==> src/hw/ptiu_defs.svh <==
`ifndef PTIU_DEFS_SVH
`define PTIU_DEFS_SVH

// Register byte offsets
`define PTIU_A_MODE 8'h00
`define PTIU_A_PA   8'h04
`define PTIU_A_PB   8'h08
`define PTIU_A_PC   8'h0C
`define PTIU_A_PD   8'h10
`define PTIU_A_TLEN 8'h14
`define PTIU_A_TCNT 8'h18
`define PTIU_A_IST  8'h1C
`define PTIU_A_ICLR 8'h20
`define PTIU_A_IEN  8'h24
`define PTIU_A_IVEC 8'h28
`define PTIU_A_SER  8'h2C
`define PTIU_A_PST  8'h30

// Mode register fields
`define PTIU_F_MA 0
`define PTIU_F_MB 2
`define PTIU_F_MC 4
`define PTIU_F_MD 5
`define PTIU_F_TF 6

// Reset values
`define PTIU_RST_MODE 8'h00
`define PTIU_RST_IEN  4'h1
`define PTIU_RST_TLEN 14'h0002

// Interrupt status bit positions
`define PTIU_IRQ_NMI 0
`define PTIU_IRQ_TMR 1
`define PTIU_IRQ_P2  2
`define PTIU_IRQ_P1  3
`define PTIU_NMI_MASK 4'h1

// Vector addresses
`define PTIU_VEC_NMI 8'h26
`define PTIU_VEC_75  8'h3C
`define PTIU_VEC_65  8'h34
`define PTIU_VEC_55  8'h2C

// Timer reference
`define PTIU_CLK_HZ   125000000
`define PTIU_REF_HZ   122880
`define PTIU_TICK_DIV (`PTIU_CLK_HZ / `PTIU_REF_HZ)

// Bus answers
`define PTIU_RESP_OKAY   2'h0
`define PTIU_RESP_SLVERR 2'h2

`endif

==> src/hw/ptiu_pkg.sv <==
package ptiu_pkg;

  // Eight-line port modes
  typedef enum logic [1:0] {
    M8_IN   = 2'h0,
    M8_OUT  = 2'h1,
    M8_SIN  = 2'h2,
    M8_SOUT = 2'h3
  } ptiu_mode8_t;

  // Timer output functions
  typedef enum logic [1:0] {
    TF_PULSE  = 2'h0,
    TF_SQUARE = 2'h1,
    TF_RATE   = 2'h2,
    TF_STROBE = 2'h3
  } ptiu_tfunc_t;

  // Timer states
  typedef enum logic [1:0] {
    TS_IDLE = 2'b01,
    TS_RUN  = 2'b10
  } ptiu_tstate_t;

endpackage : ptiu_pkg

==> src/hw/ptiu_top.sv <==
// Implementation choices: register access over AXI4-Lite and the placing of the registers.
`timescale 1ns/100ps
`default_nettype none
`include "ptiu_defs.svh"
module ptiu_top
  import ptiu_pkg::*;
#(
  parameter int TICK_DIV = `PTIU_TICK_DIV
) (
  // Clock and reset
  input  wire logic        aclk,
  input  wire logic        aresetn,
  // AXI4-Lite write address
  input  wire logic [7:0]  awaddr,
  input  wire logic        awvalid,
  output logic             awready,
  // AXI4-Lite write data
  input  wire logic [31:0] wdata,
  input  wire logic [3:0]  wstrb,
  input  wire logic        wvalid,
  output logic             wready,
  // AXI4-Lite write response
  output logic      [1:0]  bresp,
  output logic             bvalid,
  input  wire logic        bready,
  // AXI4-Lite read address
  input  wire logic [7:0]  araddr,
  input  wire logic        arvalid,
  output logic             arready,
  // AXI4-Lite read data
  output logic      [31:0] rdata,
  output logic      [1:0]  rresp,
  output logic             rvalid,
  input  wire logic        rready,
  // First eight-line port
  input  wire logic [7:0]  pa_i,
  output logic      [7:0]  pa_o,
  output logic      [7:0]  pa_oe,
  // Second eight-line port
  input  wire logic [7:0]  pb_i,
  output logic      [7:0]  pb_o,
  output logic      [7:0]  pb_oe,
  // First three-line port
  input  wire logic [2:0]  pc_i,
  output logic      [2:0]  pc_o,
  output logic      [2:0]  pc_oe,
  // Second three-line port
  input  wire logic [2:0]  pd_i,
  output logic      [2:0]  pd_o,
  output logic      [2:0]  pd_oe,
  // Serial bits
  input  wire logic        serial_in_line,
  output logic             serial_out_line,
  // Trap source, timer and interrupt
  input  wire logic        user_irq_n,
  output logic             timer_out,
  output logic             irq,
  output logic      [7:0]  irq_vector
);

  // True for the two handshaking modes
  function automatic logic is_strobed(input logic [1:0] m);
    return m == M8_SIN || m == M8_SOUT;
  endfunction : is_strobed

  // Two-stage synchroniser for every pin input
  logic [23:0] s1_q;
  logic [23:0] s2_q;
  wire  [23:0] pins_raw = {user_irq_n, serial_in_line, pd_i, pc_i,
                           pb_i, pa_i};
  always_ff @(posedge aclk) begin
    if (!aresetn) begin
      s1_q <= 24'hC00000;
      s2_q <= 24'hC00000;
    end else begin
      s1_q <= pins_raw;
      s2_q <= s1_q;
    end
  end

  // Write channel state
  logic        awready_q;
  logic        wready_q;
  logic        bvalid_q;
  logic [1:0]  bresp_q;
  logic        aw_full_q;
  logic        w_full_q;
  logic [7:0]  waddr_q;
  logic [31:0] wdata_q;
  logic [3:0]  wstrb_q;

  wire aw_take = awvalid && awready_q;
  wire w_take  = wvalid && wready_q;
  wire wr_go   = aw_full_q && w_full_q && !bvalid_q;
  wire b_done  = bvalid_q && bready;

  // Write decode and byte-lane masking
  wire [31:0] wmask = {{8{wstrb_q[3]}}, {8{wstrb_q[2]}},
                       {8{wstrb_q[1]}}, {8{wstrb_q[0]}}};
  wire [31:0] wval  = wdata_q & wmask;
  wire wr_mode = wr_go && waddr_q == `PTIU_A_MODE;
  wire wr_tlen = wr_go && waddr_q == `PTIU_A_TLEN;
  wire wr_iclr = wr_go && waddr_q == `PTIU_A_ICLR;
  wire wr_ien  = wr_go && waddr_q == `PTIU_A_IEN;
  wire wr_ser  = wr_go && waddr_q == `PTIU_A_SER;
  wire wr_map  = waddr_q == `PTIU_A_MODE || waddr_q == `PTIU_A_PA ||
                 waddr_q == `PTIU_A_PB || waddr_q == `PTIU_A_PC ||
                 waddr_q == `PTIU_A_PD || waddr_q == `PTIU_A_TLEN ||
                 waddr_q == `PTIU_A_TCNT || waddr_q == `PTIU_A_IST ||
                 waddr_q == `PTIU_A_ICLR || waddr_q == `PTIU_A_IEN ||
                 waddr_q == `PTIU_A_IVEC || waddr_q == `PTIU_A_SER ||
                 waddr_q == `PTIU_A_PST;

  // Address and data are taken in either order; answer follows both
  always_ff @(posedge aclk) begin
    if (!aresetn) begin
      awready_q <= 1'b1;
      wready_q <= 1'b1;
      bvalid_q <= 1'b0;
      bresp_q <= `PTIU_RESP_OKAY;
      aw_full_q <= 1'b0;
      w_full_q <= 1'b0;
      waddr_q <= 8'h00;
      wdata_q <= 32'h00000000;
      wstrb_q <= 4'h0;
    end else begin
      if (aw_take) begin
        aw_full_q <= 1'b1;
        awready_q <= 1'b0;
        waddr_q <= awaddr;
      end
      if (w_take) begin
        w_full_q <= 1'b1;
        wready_q <= 1'b0;
        wdata_q <= wdata;
        wstrb_q <= wstrb;
      end
      if (wr_go) begin
        bvalid_q <= 1'b1;
        bresp_q <= wr_map ? `PTIU_RESP_OKAY : `PTIU_RESP_SLVERR;
      end
      if (b_done) begin
        bvalid_q <= 1'b0;
        aw_full_q <= 1'b0;
        w_full_q <= 1'b0;
        awready_q <= 1'b1;
        wready_q <= 1'b1;
      end
    end
  end

  // Software-owned control registers, plus the status and trap-pin history flops
  logic [7:0]  mode_q;
  logic [13:0] tlen_q;
  logic [3:0]  en_q;
  logic [3:0]  stat_q;
  logic        sout_q;
  logic        nmi_q;
  wire  [13:0] tlen_new = (tlen_q & ~wmask[13:0]) | wval[13:0];

  always_ff @(posedge aclk) begin
    if (!aresetn) begin
      mode_q <= `PTIU_RST_MODE;
      tlen_q <= `PTIU_RST_TLEN;
      en_q <= `PTIU_RST_IEN;
      sout_q <= 1'b1;
    end else begin
      if (wr_mode) mode_q <= (mode_q & ~wmask[7:0]) | wval[7:0];
      if (wr_tlen) tlen_q <= tlen_new;
      if (wr_ien) en_q <= (en_q & ~wmask[3:0]) | wval[3:0];
      if (wr_ser) sout_q <= wval[0];
    end
  end

  // Trap input can never be masked
  wire [3:0] en_eff = en_q | `PTIU_NMI_MASK;
  wire [3:0] pend   = stat_q & en_eff;

  // Port slices; the small ports follow their large partner
  wire [1:0][7:0] p8o;
  wire [1:0][7:0] p8oe;
  wire [1:0][2:0] p3o;
  wire [1:0][2:0] p3oe;
  wire [1:0][7:0] rd8;
  wire [1:0][2:0] rd3;
  wire [1:0]      ev8;
  wire [1:0]      bf8;
  wire            rd_take = arvalid && arready;

  genvar g;
  generate
    for (g = 0; g < 2; g = g + 1) begin : g_port
      localparam int IB = g ? `PTIU_IRQ_P2 : `PTIU_IRQ_P1;
      wire [1:0] m    = g ? mode_q[`PTIU_F_MB +: 2] : mode_q[`PTIU_F_MA +: 2];
      wire       sout = g ? mode_q[`PTIU_F_MD] : mode_q[`PTIU_F_MC];
      wire [7:0] pin  = g ? s2_q[15:8] : s2_q[7:0];
      wire [2:0] cpin = g ? s2_q[21:19] : s2_q[18:16];
      wire [7:0] a8   = g ? `PTIU_A_PB : `PTIU_A_PA;
      wire [7:0] a3   = g ? `PTIU_A_PD : `PTIU_A_PC;
      wire       wr8  = wr_go && waddr_q == a8;
      wire       wr3  = wr_go && waddr_q == a3;
      wire       rdp  = rd_take && araddr == a8;
      wire       ctl  = is_strobed(m);
      wire       intr = pend[IB];
      logic [7:0] dlat_q;
      logic [7:0] ilat_q;
      logic [2:0] clat_q;
      logic       bf_q;
      logic       stb_q;
      logic [7:0] oe8_q;
      logic [2:0] o3_q;
      logic [2:0] oe3_q;
      // Strobe is line 2 of the partner small port
      wire stb_rise = cpin[2] && !stb_q;
      wire stb_fall = !cpin[2] && stb_q;
      // Set wins over clear on buffer-full
      wire bf_d = (m == M8_SIN)  ? (stb_fall || (bf_q && !rdp)) :
                  (m == M8_SOUT) ? (wr8 || (bf_q && !stb_rise)) : 1'b0;

      always_ff @(posedge aclk) begin
        if (!aresetn) begin
          dlat_q <= 8'h00;
          ilat_q <= 8'h00;
          clat_q <= 3'h0;
          bf_q <= 1'b0;
          stb_q <= 1'b1;
          oe8_q <= 8'h00;
          o3_q <= 3'h0;
          oe3_q <= 3'h0;
        end else begin
          stb_q <= cpin[2];
          bf_q <= bf_d;
          if (wr8) dlat_q <= (dlat_q & ~wmask[7:0]) | wval[7:0];
          if (wr3) clat_q <= (clat_q & ~wmask[2:0]) | wval[2:0];
          if (m == M8_SIN && stb_fall) ilat_q <= pin;
          oe8_q <= {8{m == M8_OUT || m == M8_SOUT}};
          o3_q <= ctl ? {1'b0, bf_q, intr} : clat_q;
          oe3_q <= ctl ? 3'b011 : {3{sout}};
        end
      end

      assign p8o[g]  = dlat_q;
      assign p8oe[g] = oe8_q;
      assign p3o[g]  = o3_q;
      assign p3oe[g] = oe3_q;
      assign ev8[g]  = stb_rise && ctl;
      assign bf8[g]  = bf_q;
      assign rd8[g]  = (m == M8_IN) ? pin :
                       (m == M8_SIN) ? ilat_q : dlat_q;
      assign rd3[g]  = ctl ? {cpin[2], bf_q, intr} :
                       sout ? clat_q : cpin;
    end
  endgenerate

  // Timer core
  logic [13:0] tcnt;
  logic        tout;
  logic        tdone;
  logic        trun;
  ptiu_timer #(
    .TICK_DIV (TICK_DIV)
  ) u_timer (
    .aclk    (aclk),
    .aresetn (aresetn),
    .load    (wr_tlen),
    .len     (tlen_new),
    .func    (mode_q[`PTIU_F_TF +: 2]),
    .cnt_q   (tcnt),
    .out_q   (tout),
    .done_q  (tdone),
    .run_q   (trun)
  );

  // Sticky status; an event beats a clear in the same cycle
  wire       nmi_fall = nmi_q && !s2_q[23];
  wire [3:0] ev_set;
  assign ev_set[`PTIU_IRQ_NMI] = nmi_fall;
  assign ev_set[`PTIU_IRQ_TMR] = tdone;
  assign ev_set[`PTIU_IRQ_P2]  = ev8[1];
  assign ev_set[`PTIU_IRQ_P1]  = ev8[0];
  wire [3:0] ev_clr = wr_iclr ? wval[3:0] : 4'h0;

  always_ff @(posedge aclk) begin
    if (!aresetn) begin
      stat_q <= 4'h0;
      nmi_q <= 1'b1;
    end else begin
      nmi_q <= s2_q[23];
      stat_q <= ev_set | (stat_q & ~ev_clr);
    end
  end

  // Priority and vector
  ptiu_intc u_intc (
    .aclk    (aclk),
    .aresetn (aresetn),
    .pend    (pend),
    .irq_q   (irq),
    .vec_q   (irq_vector)
  );

  // Read path; count is sampled live, never frozen
  wire [31:0] rd_mux =
    (araddr == `PTIU_A_MODE) ? {24'h0, mode_q} :
    (araddr == `PTIU_A_PA)   ? {24'h0, rd8[0]} :
    (araddr == `PTIU_A_PB)   ? {24'h0, rd8[1]} :
    (araddr == `PTIU_A_PC)   ? {29'h0, rd3[0]} :
    (araddr == `PTIU_A_PD)   ? {29'h0, rd3[1]} :
    (araddr == `PTIU_A_TLEN) ? {18'h0, tlen_q} :
    (araddr == `PTIU_A_TCNT) ? {18'h0, tcnt} :
    (araddr == `PTIU_A_IST)  ? {28'h0, stat_q} :
    (araddr == `PTIU_A_IEN)  ? {28'h0, en_eff} :
    (araddr == `PTIU_A_IVEC) ? {23'h0, irq, irq_vector} :
    (araddr == `PTIU_A_SER)  ? {30'h0, s2_q[22], sout_q} :
    (araddr == `PTIU_A_PST)  ? {28'h0, tout, trun, bf8} : 32'h00000000;
  wire rd_ok = araddr == `PTIU_A_MODE || araddr == `PTIU_A_PA ||
               araddr == `PTIU_A_PB || araddr == `PTIU_A_PC ||
               araddr == `PTIU_A_PD || araddr == `PTIU_A_TLEN ||
               araddr == `PTIU_A_TCNT || araddr == `PTIU_A_IST ||
               araddr == `PTIU_A_ICLR || araddr == `PTIU_A_IEN ||
               araddr == `PTIU_A_IVEC || araddr == `PTIU_A_SER ||
               araddr == `PTIU_A_PST;

  logic        arready_q;
  logic        rvalid_q;
  logic [31:0] rdata_q;
  logic [1:0]  rresp_q;
  always_ff @(posedge aclk) begin
    if (!aresetn) begin
      arready_q <= 1'b1;
      rvalid_q <= 1'b0;
      rdata_q <= 32'h00000000;
      rresp_q <= `PTIU_RESP_OKAY;
    end else begin
      if (rd_take) begin
        arready_q <= 1'b0;
        rvalid_q <= 1'b1;
        rdata_q <= rd_mux;
        rresp_q <= rd_ok ? `PTIU_RESP_OKAY : `PTIU_RESP_SLVERR;
      end
      if (rvalid_q && rready) begin
        rvalid_q <= 1'b0;
        arready_q <= 1'b1;
      end
    end
  end

  // Outputs, all flop-driven
  assign awready = awready_q;
  assign wready  = wready_q;
  assign bvalid  = bvalid_q;
  assign bresp   = bresp_q;
  assign arready = arready_q;
  assign rvalid  = rvalid_q;
  assign rdata   = rdata_q;
  assign rresp   = rresp_q;
  assign pa_o    = p8o[0];
  assign pa_oe   = p8oe[0];
  assign pb_o    = p8o[1];
  assign pb_oe   = p8oe[1];
  assign pc_o    = p3o[0];
  assign pc_oe   = p3oe[0];
  assign pd_o    = p3o[1];
  assign pd_oe   = p3oe[1];
  assign serial_out_line = sout_q;
  assign timer_out = tout;

endmodule : ptiu_top
`default_nettype wire

==> src/hw/ptiu_timer.sv <==
`timescale 1ns/100ps
`default_nettype none
`include "ptiu_defs.svh"
module ptiu_timer
  import ptiu_pkg::*;
#(
  parameter int TICK_DIV = `PTIU_TICK_DIV
) (
  // Clock and reset
  input  wire logic        aclk,
  input  wire logic        aresetn,
  // Control
  input  wire logic        load,
  input  wire logic [13:0] len,
  input  wire logic [1:0]  func,
  // State
  output logic      [13:0] cnt_q,
  output logic             out_q,
  output logic             done_q,
  output logic             run_q
);

  localparam int PW = $clog2(TICK_DIV + 1);

  ptiu_tstate_t st_q;
  logic [PW-1:0] pre_q;
  logic [13:0]   len_q;
  logic [1:0]    func_q;

  // Output shape for a given remaining count
  function automatic logic shape(input logic [1:0] f, input logic [13:0] c,
                                 input logic [13:0] l);
    if (f == TF_RATE || f == TF_STROBE) begin
      return c != 14'h0001;
    end
    return c > (l >> 1);
  endfunction : shape

  // Counts below two cannot be split in halves
  wire [13:0] len_ok = (len < 14'h0002) ? 14'h0002 : len;
  wire        tick   = pre_q == PW'(TICK_DIV - 1);
  wire        tc     = cnt_q == 14'h0001;
  wire        oneshot = func_q == TF_PULSE || func_q == TF_STROBE;
  wire [13:0] nxt    = tc ? len_q : cnt_q - 14'h0001;

  // Down counter and output function
  always_ff @(posedge aclk) begin
    if (!aresetn) begin
      st_q <= TS_IDLE;
      pre_q <= '0;
      cnt_q <= 14'h0000;
      len_q <= `PTIU_RST_TLEN;
      func_q <= 2'h0;
      out_q <= 1'b1;
      done_q <= 1'b0;
    end else begin
      done_q <= 1'b0;
      pre_q <= tick ? '0 : pre_q + PW'(1);
      if (load) begin
        st_q <= TS_RUN;
        pre_q <= '0;
        cnt_q <= len_ok;
        len_q <= len_ok;
        func_q <= func;
        out_q <= shape(func, len_ok, len_ok);
      end else begin
        case (st_q)
          TS_RUN: begin
            if (tick) begin
              done_q <= tc;
              if (tc && oneshot) begin
                st_q <= TS_IDLE;
                out_q <= 1'b1;
              end else begin
                cnt_q <= nxt;
                out_q <= shape(func_q, nxt, len_q);
              end
            end
          end
          default: out_q <= 1'b1;
        endcase
      end
    end
  end

  assign run_q = st_q == TS_RUN;

endmodule : ptiu_timer
`default_nettype wire

==> src/hw/ptiu_intc.sv <==
`timescale 1ns/100ps
`default_nettype none
`include "ptiu_defs.svh"
module ptiu_intc
  import ptiu_pkg::*;
(
  // Clock and reset
  input  wire logic       aclk,
  input  wire logic       aresetn,
  // Enabled pending requests
  input  wire logic [3:0] pend,
  // Request and vector
  output logic            irq_q,
  output logic      [7:0] vec_q
);

  // Fixed priority, trap highest
  wire [7:0] vec_d = pend[`PTIU_IRQ_NMI] ? `PTIU_VEC_NMI :
                     pend[`PTIU_IRQ_TMR] ? `PTIU_VEC_75 :
                     pend[`PTIU_IRQ_P2]  ? `PTIU_VEC_65 :
                     pend[`PTIU_IRQ_P1]  ? `PTIU_VEC_55 : 8'h00;

  always_ff @(posedge aclk) begin
    if (!aresetn) begin
      irq_q <= 1'b0;
      vec_q <= 8'h00;
    end else begin
      irq_q <= |pend;
      vec_q <= vec_d;
    end
  end

endmodule : ptiu_intc
`default_nettype wire

==> config.mk <==
export PLATFORM = sky130hd
export DESIGN_NAME = ptiu_top
export DESIGN_NICKNAME = d
export VERILOG_FILES = /design/src/hw/ptiu_pkg.sv /design/src/hw/ptiu_top.sv /design/src/hw/ptiu_timer.sv /design/src/hw/ptiu_intc.sv
export VERILOG_INCLUDE_DIRS = /design/src /design/src/hw
export SDC_FILE = /design/constraint.sdc
export NUM_CORES = 1
export LEC_CHECK = 0
export BUFFER_PORTS_ARGS = -buffer_cell sky130_fd_sc_hd__clkbuf_2
export CORE_AREA = 3 3 158 237
export CTS_BUF_LIST = sky130_fd_sc_hd__clkbuf_4 sky130_fd_sc_hd__clkbuf_8 sky130_fd_sc_hd__clkbuf_16
export CTS_CLUSTER_SIZE = 20
export DETAILED_ROUTE_END_ITERATION = 8
export DIE_AREA = 0 0 161 240
export GPL_TIMING_DRIVEN = 0
export PLACE_DENSITY = 0.56
export SYNTH_ARGS = -nofsm -noshare
export SYNTH_HDL_FRONTEND = slang
export SYNTH_SLANG_ARGS = --single-unit
==> constraint.sdc <==
create_clock -name aclk -period 3.2 [get_ports aclk]
set_input_delay 0 -clock aclk [delete_from_list [all_inputs] [get_ports aclk]]
set_output_delay 0 -clock aclk [all_outputs]
set_load 0.005 [all_outputs]
* Yosys cells after proc, flatten, opt, wreduce, memory -nomap -nowiden
Index checks and enable logic that the tools add are counted.
Word-level totals: bits of input ports 83, output and inout bits 96, register bits 256
Cells by class: bitwise gates (word level) 26, add/sub/neg operators 2, $lt $le $gt $ge 3, muxes and demuxes 62, reductions and logical operators 96, equality and inequality tests 41
Operators with widths (count):
- 2-to-1 mux 14 bit | 13
- == test 8 x 6 -> 1 bit, second input constant | 10
- == test 8 x 5 -> 1 bit, second input constant | 8
- logical OR 1 bit | 35
- == test 8 x 4 -> 1 bit, second input constant | 4
- logical AND 1 bit | 32
- 2-to-1 mux 8 bit | 4
- AND 14 bit | 2
- greater-than comparator 14 x 13 -> 1 bit | 2
- inequality test 14 x 1 -> 1 bit, second input constant | 2
- 2-to-1 mux 9 bit | 3
- AND 8 bit | 3
- 2-to-1 mux 6 bit | 4
- OR 8 bit | 3
- 2-to-1 mux 1 bit | 21
- 2-to-1 mux 2 bit | 10
- == test 2 bit, second input constant | 9
- == test 8 x 3 -> 1 bit, second input constant | 2
- zero test 8 bit | 2
- == test 14 x 1 -> 1 bit, second input constant | 1
- < comparator 14 x 2 -> 1 bit, second input constant | 1
- NOT 14 bit | 1
- OR 14 bit | 1
- subtractor 14 x 1 -> 14 bit, second input constant | 1
- other kinds (22) | 56

* Depth between registers and ports, before layout
depth in word-level cells 14, depth in mapped cells 15

* By module
A second synthesis with hierarchy kept.
Unflattened totals: cells, all modules 1302, area total of the unflattened synthesis 11730.0 sq um
By module, submodules not included:
- ptiu_top | area each 8333.0 sq um, times used 1, cells an instance 875
- ptiu_timer | area each 3205.6 sq um, times used 1, cells an instance 408
- ptiu_intc | area each 191.4 sq um, times used 1, cells an instance 19

* Worst setup path before layout
No wires, ideal clock.
kind register to register, start register wstrb_q[0], end register u_timer.out_q, library setup time 0.116 ns, arrival time 2.793 ns, path slack 0.291 ns, path buffers 2, cell stages (with the launch flop) 15, required time 3.084 ns, cell sequence dfxtp_1 > clkbuf_1 > buf_1 > mux2i_1 > inv_1 > nor4_1 > nand4b_1 > nand2b_1 > ha_1 > a21o_1 > a21oi_1 > a21oi_1 > o41ai_1 > a31oi_1 > a31o_1
On the way: word-level cells in the longest chain between the ends 9, elaborated cells on any way between the ends 11, classes of those cells order compare (2); eq/ne (1); mux (4); bitwise (4)
Ends and longest elaborated chain:
- start, declared | line ptiu_top.sv:90 | logic [3:0] wstrb_q;
- start signal, assigned | line ptiu_top.sv:136 | wstrb_q <= wstrb;
- NOT 14 bit | line ptiu_top.sv:159 | wire [13:0] tlen_new = (tlen_q & ~wmask[13:0]) | wval[13:0];
- AND 14 bit | line ptiu_top.sv:159
- OR 14 bit * | line ptiu_top.sv:159
- < comparator 14 x 2 -> 1 bit | line ptiu_timer.sv:40 | wire [13:0] len_ok = (len < 14'h0002) ? 14'h0002 : len;
- 2-to-1 mux 14 bit * | line ptiu_timer.sv:40
- via u_timer.len_ok[6] | line ptiu_timer.sv:40
- parallel branches: the longest is 2 deep, another holds greater-than comparator 14 x 13 -> 1 bit
- 2-to-1 mux 1 bit * | line ptiu_timer.sv:36 | return c > (l >> 1);
- 2-to-1 mux 1 bit * | line ptiu_timer.sv:59 | if (load) begin
- end signal, assigned | line ptiu_timer.sv:65 | out_q <= shape(func, len_ok, len_ok);
- end signal, assigned | line ptiu_timer.sv:76 | out_q <= shape(func_q, nxt, len_q);
- end, declared | line ptiu_timer.sv:18 | output logic out_q,
Mark *: on every way through the listed nets, which the timed path passes. The select of a mux whose other input is x is not followed. A chain may end at the register's enable or synchronous reset.

* Worst setup path in the final report
start register u_timer.cnt_q[1], end register u_timer.out_q
On the way: word-level cells in the longest chain between the ends 9, elaborated cells on any way between the ends 12, classes of those cells add/sub (1); order compare (1); eq/ne (2); mux (7); reduce/logical (1)
Ends and longest elaborated chain:
- start, declared | line ptiu_timer.sv:17 | output logic [13:0] cnt_q,
- start signal, assigned | line ptiu_timer.sv:62 | cnt_q <= len_ok;
- start signal, assigned | line ptiu_timer.sv:75 | cnt_q <= nxt;
- parallel branches: the longest is 5 deep, another holds subtractor 14 x 1 -> 14 bit
- 2-to-1 mux 1 bit * | line ptiu_timer.sv:71 | if (tc && oneshot) begin
- 2-to-1 mux 1 bit * | line ptiu_timer.sv:69 | if (tick) begin
- 2-to-1 mux 1 bit * | line ptiu_timer.sv:67 | case (st_q)
- 2-to-1 mux 1 bit * | line ptiu_timer.sv:59
Mark *: on every way between the ends. The select of a mux whose other input is x is not followed.

==> reports/metrics.cfg <==
[finish]
nets=1625
area_growth_pct=29.0
final_layout_size_suffix_gt1_frac=0.190
seq_area_um2=4600
multi_input_area_um2=5540
fin_cells=1994
fillCellCount=3765

[clock_tree]
cts_buffer_depth=3
cts_tree=yes
cts_root_buffer=clkbuf_16
htreeDepth=1
clkLatencyLatePin_ns=0.52
clk_pin_slew_ns=0.07
cts.sinks=229
cts_made_buffers=23

[timing]
hold_viol=0
worst_slack_ns=0.0725
setup_tns_ns=0
whs_ns=0.0519
fin_worst_skew_ns=0.0140
max_freq_ghz=0.320
max_slew.worst_pin.slew_ns=1.13
fin_crit_sh=0.977
period_needed_ns=3.13
setup_viol=0
final_max_slew_viol_count=0
max-slew-margin-rel=0.240

[drt]
drt_iter0_drc=526
num_vias=9771
detail-route-antenna-nets=0
wire_per_inst_um=18.6
wirelength_um=37200
vias_per_cell=4.90
drc=0
first_pass_iters=6

[pwr]
intPower_uw=4640
clock_power_share=0.432
p_switching_uw=1430
total_leakage_power_uw=0.00553
seq_power_share=0.492
swShare=0.236
share_comb_of_total_power=0.076
p_total_uw=6070
powerDensity_nw_per_um2=443
max-vdd-ir-drop_v=0.000290

[placed_design]
dpl_worst_slack_ns=-0.530
place_inst=1874
portBuffers=134
dpl.hpwl_um=28500
gp_congestion=0.926

[critical_path]
reg2regPathDepth=14
path_max_fanout=5
startpoint_type=flop
startpoint=u_timer.cnt_q[1]
end_kind=flop
reg2reg_to=u_timer.out_q
endpoint=u_timer.out_q
regToRegSetupSlack_ns=0.07
r2r-start=u_timer.cnt_q[1]
crit_required_ns=3.61
timing_worst_setup_path_type=flop to flop
cp.arrival_ns=3.54

[yosys]
ys.warnings.count=0
syn_avg_cell_area_um2=8.56
ys_ff_latch=229
ys.flop_type=dfxtp_1
synthCells=1240
synth_most_common_cell=dfxtp_1
synth_top_area_frac=0.432
ys_top_cells_by_count=dfxtp_1 (229), nor2_1 (163), a21oi_1 (115)
synth_area_leaders=dfxtp_1 (43%), mux2i_1 (8.4%), nor2_1 (5.8%)
synth_edf_count=0
ys_types=67
ys_seq_area_frac=0.432
ys_async_sr_fraction=0
netlist_area_um2=10600
yosysTopAreaCell=dfxtp_1

[floorplan]
pin_count=179
die_width_um=161
die-area_um2=38600
rows=85
initial_core_util=0.297
fp.dieH_um=240
core_area_um2=35700

[global_routing]
grt_first_pass_wirelength_um=55800
antenna_found_initial=0
grt_pass1_vias=9644
grt.total_usage=0.186
grt_max_degree=16
grt_overflow_total=0

[outcome]
status=completed

[job]
maxCapViolations=0

[hold_path]
holdCritPathClass=input port to flop

## timing repair
item,in CTS,in global routing
gates resized for setup,18,33
hold buffers,73,0
cloned,0,1
pin swaps,3,10
setup endpoints to repair,1,1
endpoints found under the hold margin,59,0
buffers inserted,3,11
## worst max-delay path, cell delays in order (launching register included)
cell and delay, ns:
dfxtp_2 0.37, inv_1 0.09, ha_1 0.17, nor4b_4 0.25, nand4_1 0.28, clkbuf_8 0.25
buf_4 0.14, a21oi_4 0.16, ha_1 0.26, nand4_1 0.10, nor2_1 0.07, a211o_1 0.31
a2111oi_4 0.31, o21ai_1 0.09, a31o_1 0.19
## area by class of cell
cell class | count | share of cell area
well taps | 478 | 0.0437
repair buffers | 222 | 0.110
clock buffers | 26 | 0.0441
clock inverters | 9 | 0.00767
diodes | 1 | 0.000183
flip-flops and latches | 229 | 0.335
inverters | 42 | 0.0115
multi-input cells | 883 | 0.404
plain buffers | 104 | 0.0427
## worst min-delay path by stage
| stage | start | end | slack, ns | depth (start not counted) |
|---|---|---|---|---|
| 6_report | araddr[4] | rdata[3] | 0.05 | 5 |
| 3_3_place_gp | user_irq_n | s1_q[23] | 0.19 | 2 |
| 3_5_place_dp | user_irq_n | s1_q[23] | 0.18 | 2 |
| 5_1_grt | araddr[4] | rdata[3] | 0.06 | 5 |
| 4_1_cts | awvalid | aw_full_q | 0.03 | 4 |
| 2_1_floorplan | wvalid | wready | 0.10 | 1 |
## cells in the final DEF (no fill, tap or decap), types with 5 or more instances in the layout
cell | synthesis | routed
mux2i_1 | 89 | 87
nor2b_1 | 9 | 9
inv_1 | 40 | 40
clkbuf_16 | 0 | 23
nand3_1 | 33 | 32
nor3_2 | 4 | 5
and2_1 | 49 | 49
nand2_1 | 113 | 113
nor2_1 | 163 | 160
xnor2_1 | 11 | 11
o21ai_0 | 57 | 55
nand4_1 | 9 | 9
a21oi_1 | 115 | 111
nor3_1 | 16 | 14
xor2_1 | 6 | 6
a222oi_1 | 5 | 5
ha_1 | 37 | 36
clkbuf_1 | 53 | 47
a31oi_1 | 11 | 11
conb_1 | 1 | 23
buf_1 | 7 | 6
mux2_2 | 12 | 12
nand2b_1 | 18 | 18
nor4_1 | 11 | 10
dlygate4sd3_1 | 0 | 73
dfxtp_1 | 229 | 224
and3_1 | 9 | 8
buf_4 | 41 | 55
a22oi_1 | 5 | 5
clkbuf_2 | 0 | 134
o211ai_1 | 8 | 8
buf_2 | 6 | 7
## stage by stage
stage / utilization / instance area [um^2]
detailed placement: 0.335 / 12000
finish: 0.383 / 13700
CTS: 0.377 / 13500
global route: 0.383 / 13700
global placement: 0.335 / 12000
floorplan: - / 10700
## cells by family after synthesis
group	after synthesis	share of synthesized area
DFF	229	0.432
muxes	101	0.0966
and+or+nand+nor	465	0.212
buffers and inverters	150	0.0689
xor gates and xnor gates	17	0.0140
other	1	0.000353
adders and majority gates	37	0.0436
AOI/OAI and AO/OA	240	0.132
## power by group through the flow
stage | clock network (uW) | registers [uW] | logic [uW]
3_5_place_dp | 0 | 3040 | 391
2_1_floorplan | 0 | 3010 | 235
5_1_grt | 2790 | 2990 | 507
6_report | 2620 | 2990 | 458
4_1_cts | 2680 | 2980 | 457
3_3_place_gp | 0 | 3040 | 387
## metal layers
metal | wire length, um | GRT usage | vias to the layer above
met5 | 0 | 0 | -
met4 | 1840 | 0.0822 | 0
met3 | 1450 | 0.0212 | 91
met2 | 19500 | 0.357 | 286
met1 | 14400 | 0.205 | 4646
li1 | - | - | 4748
No activity file was read; power rests on OpenSTA's default activity.
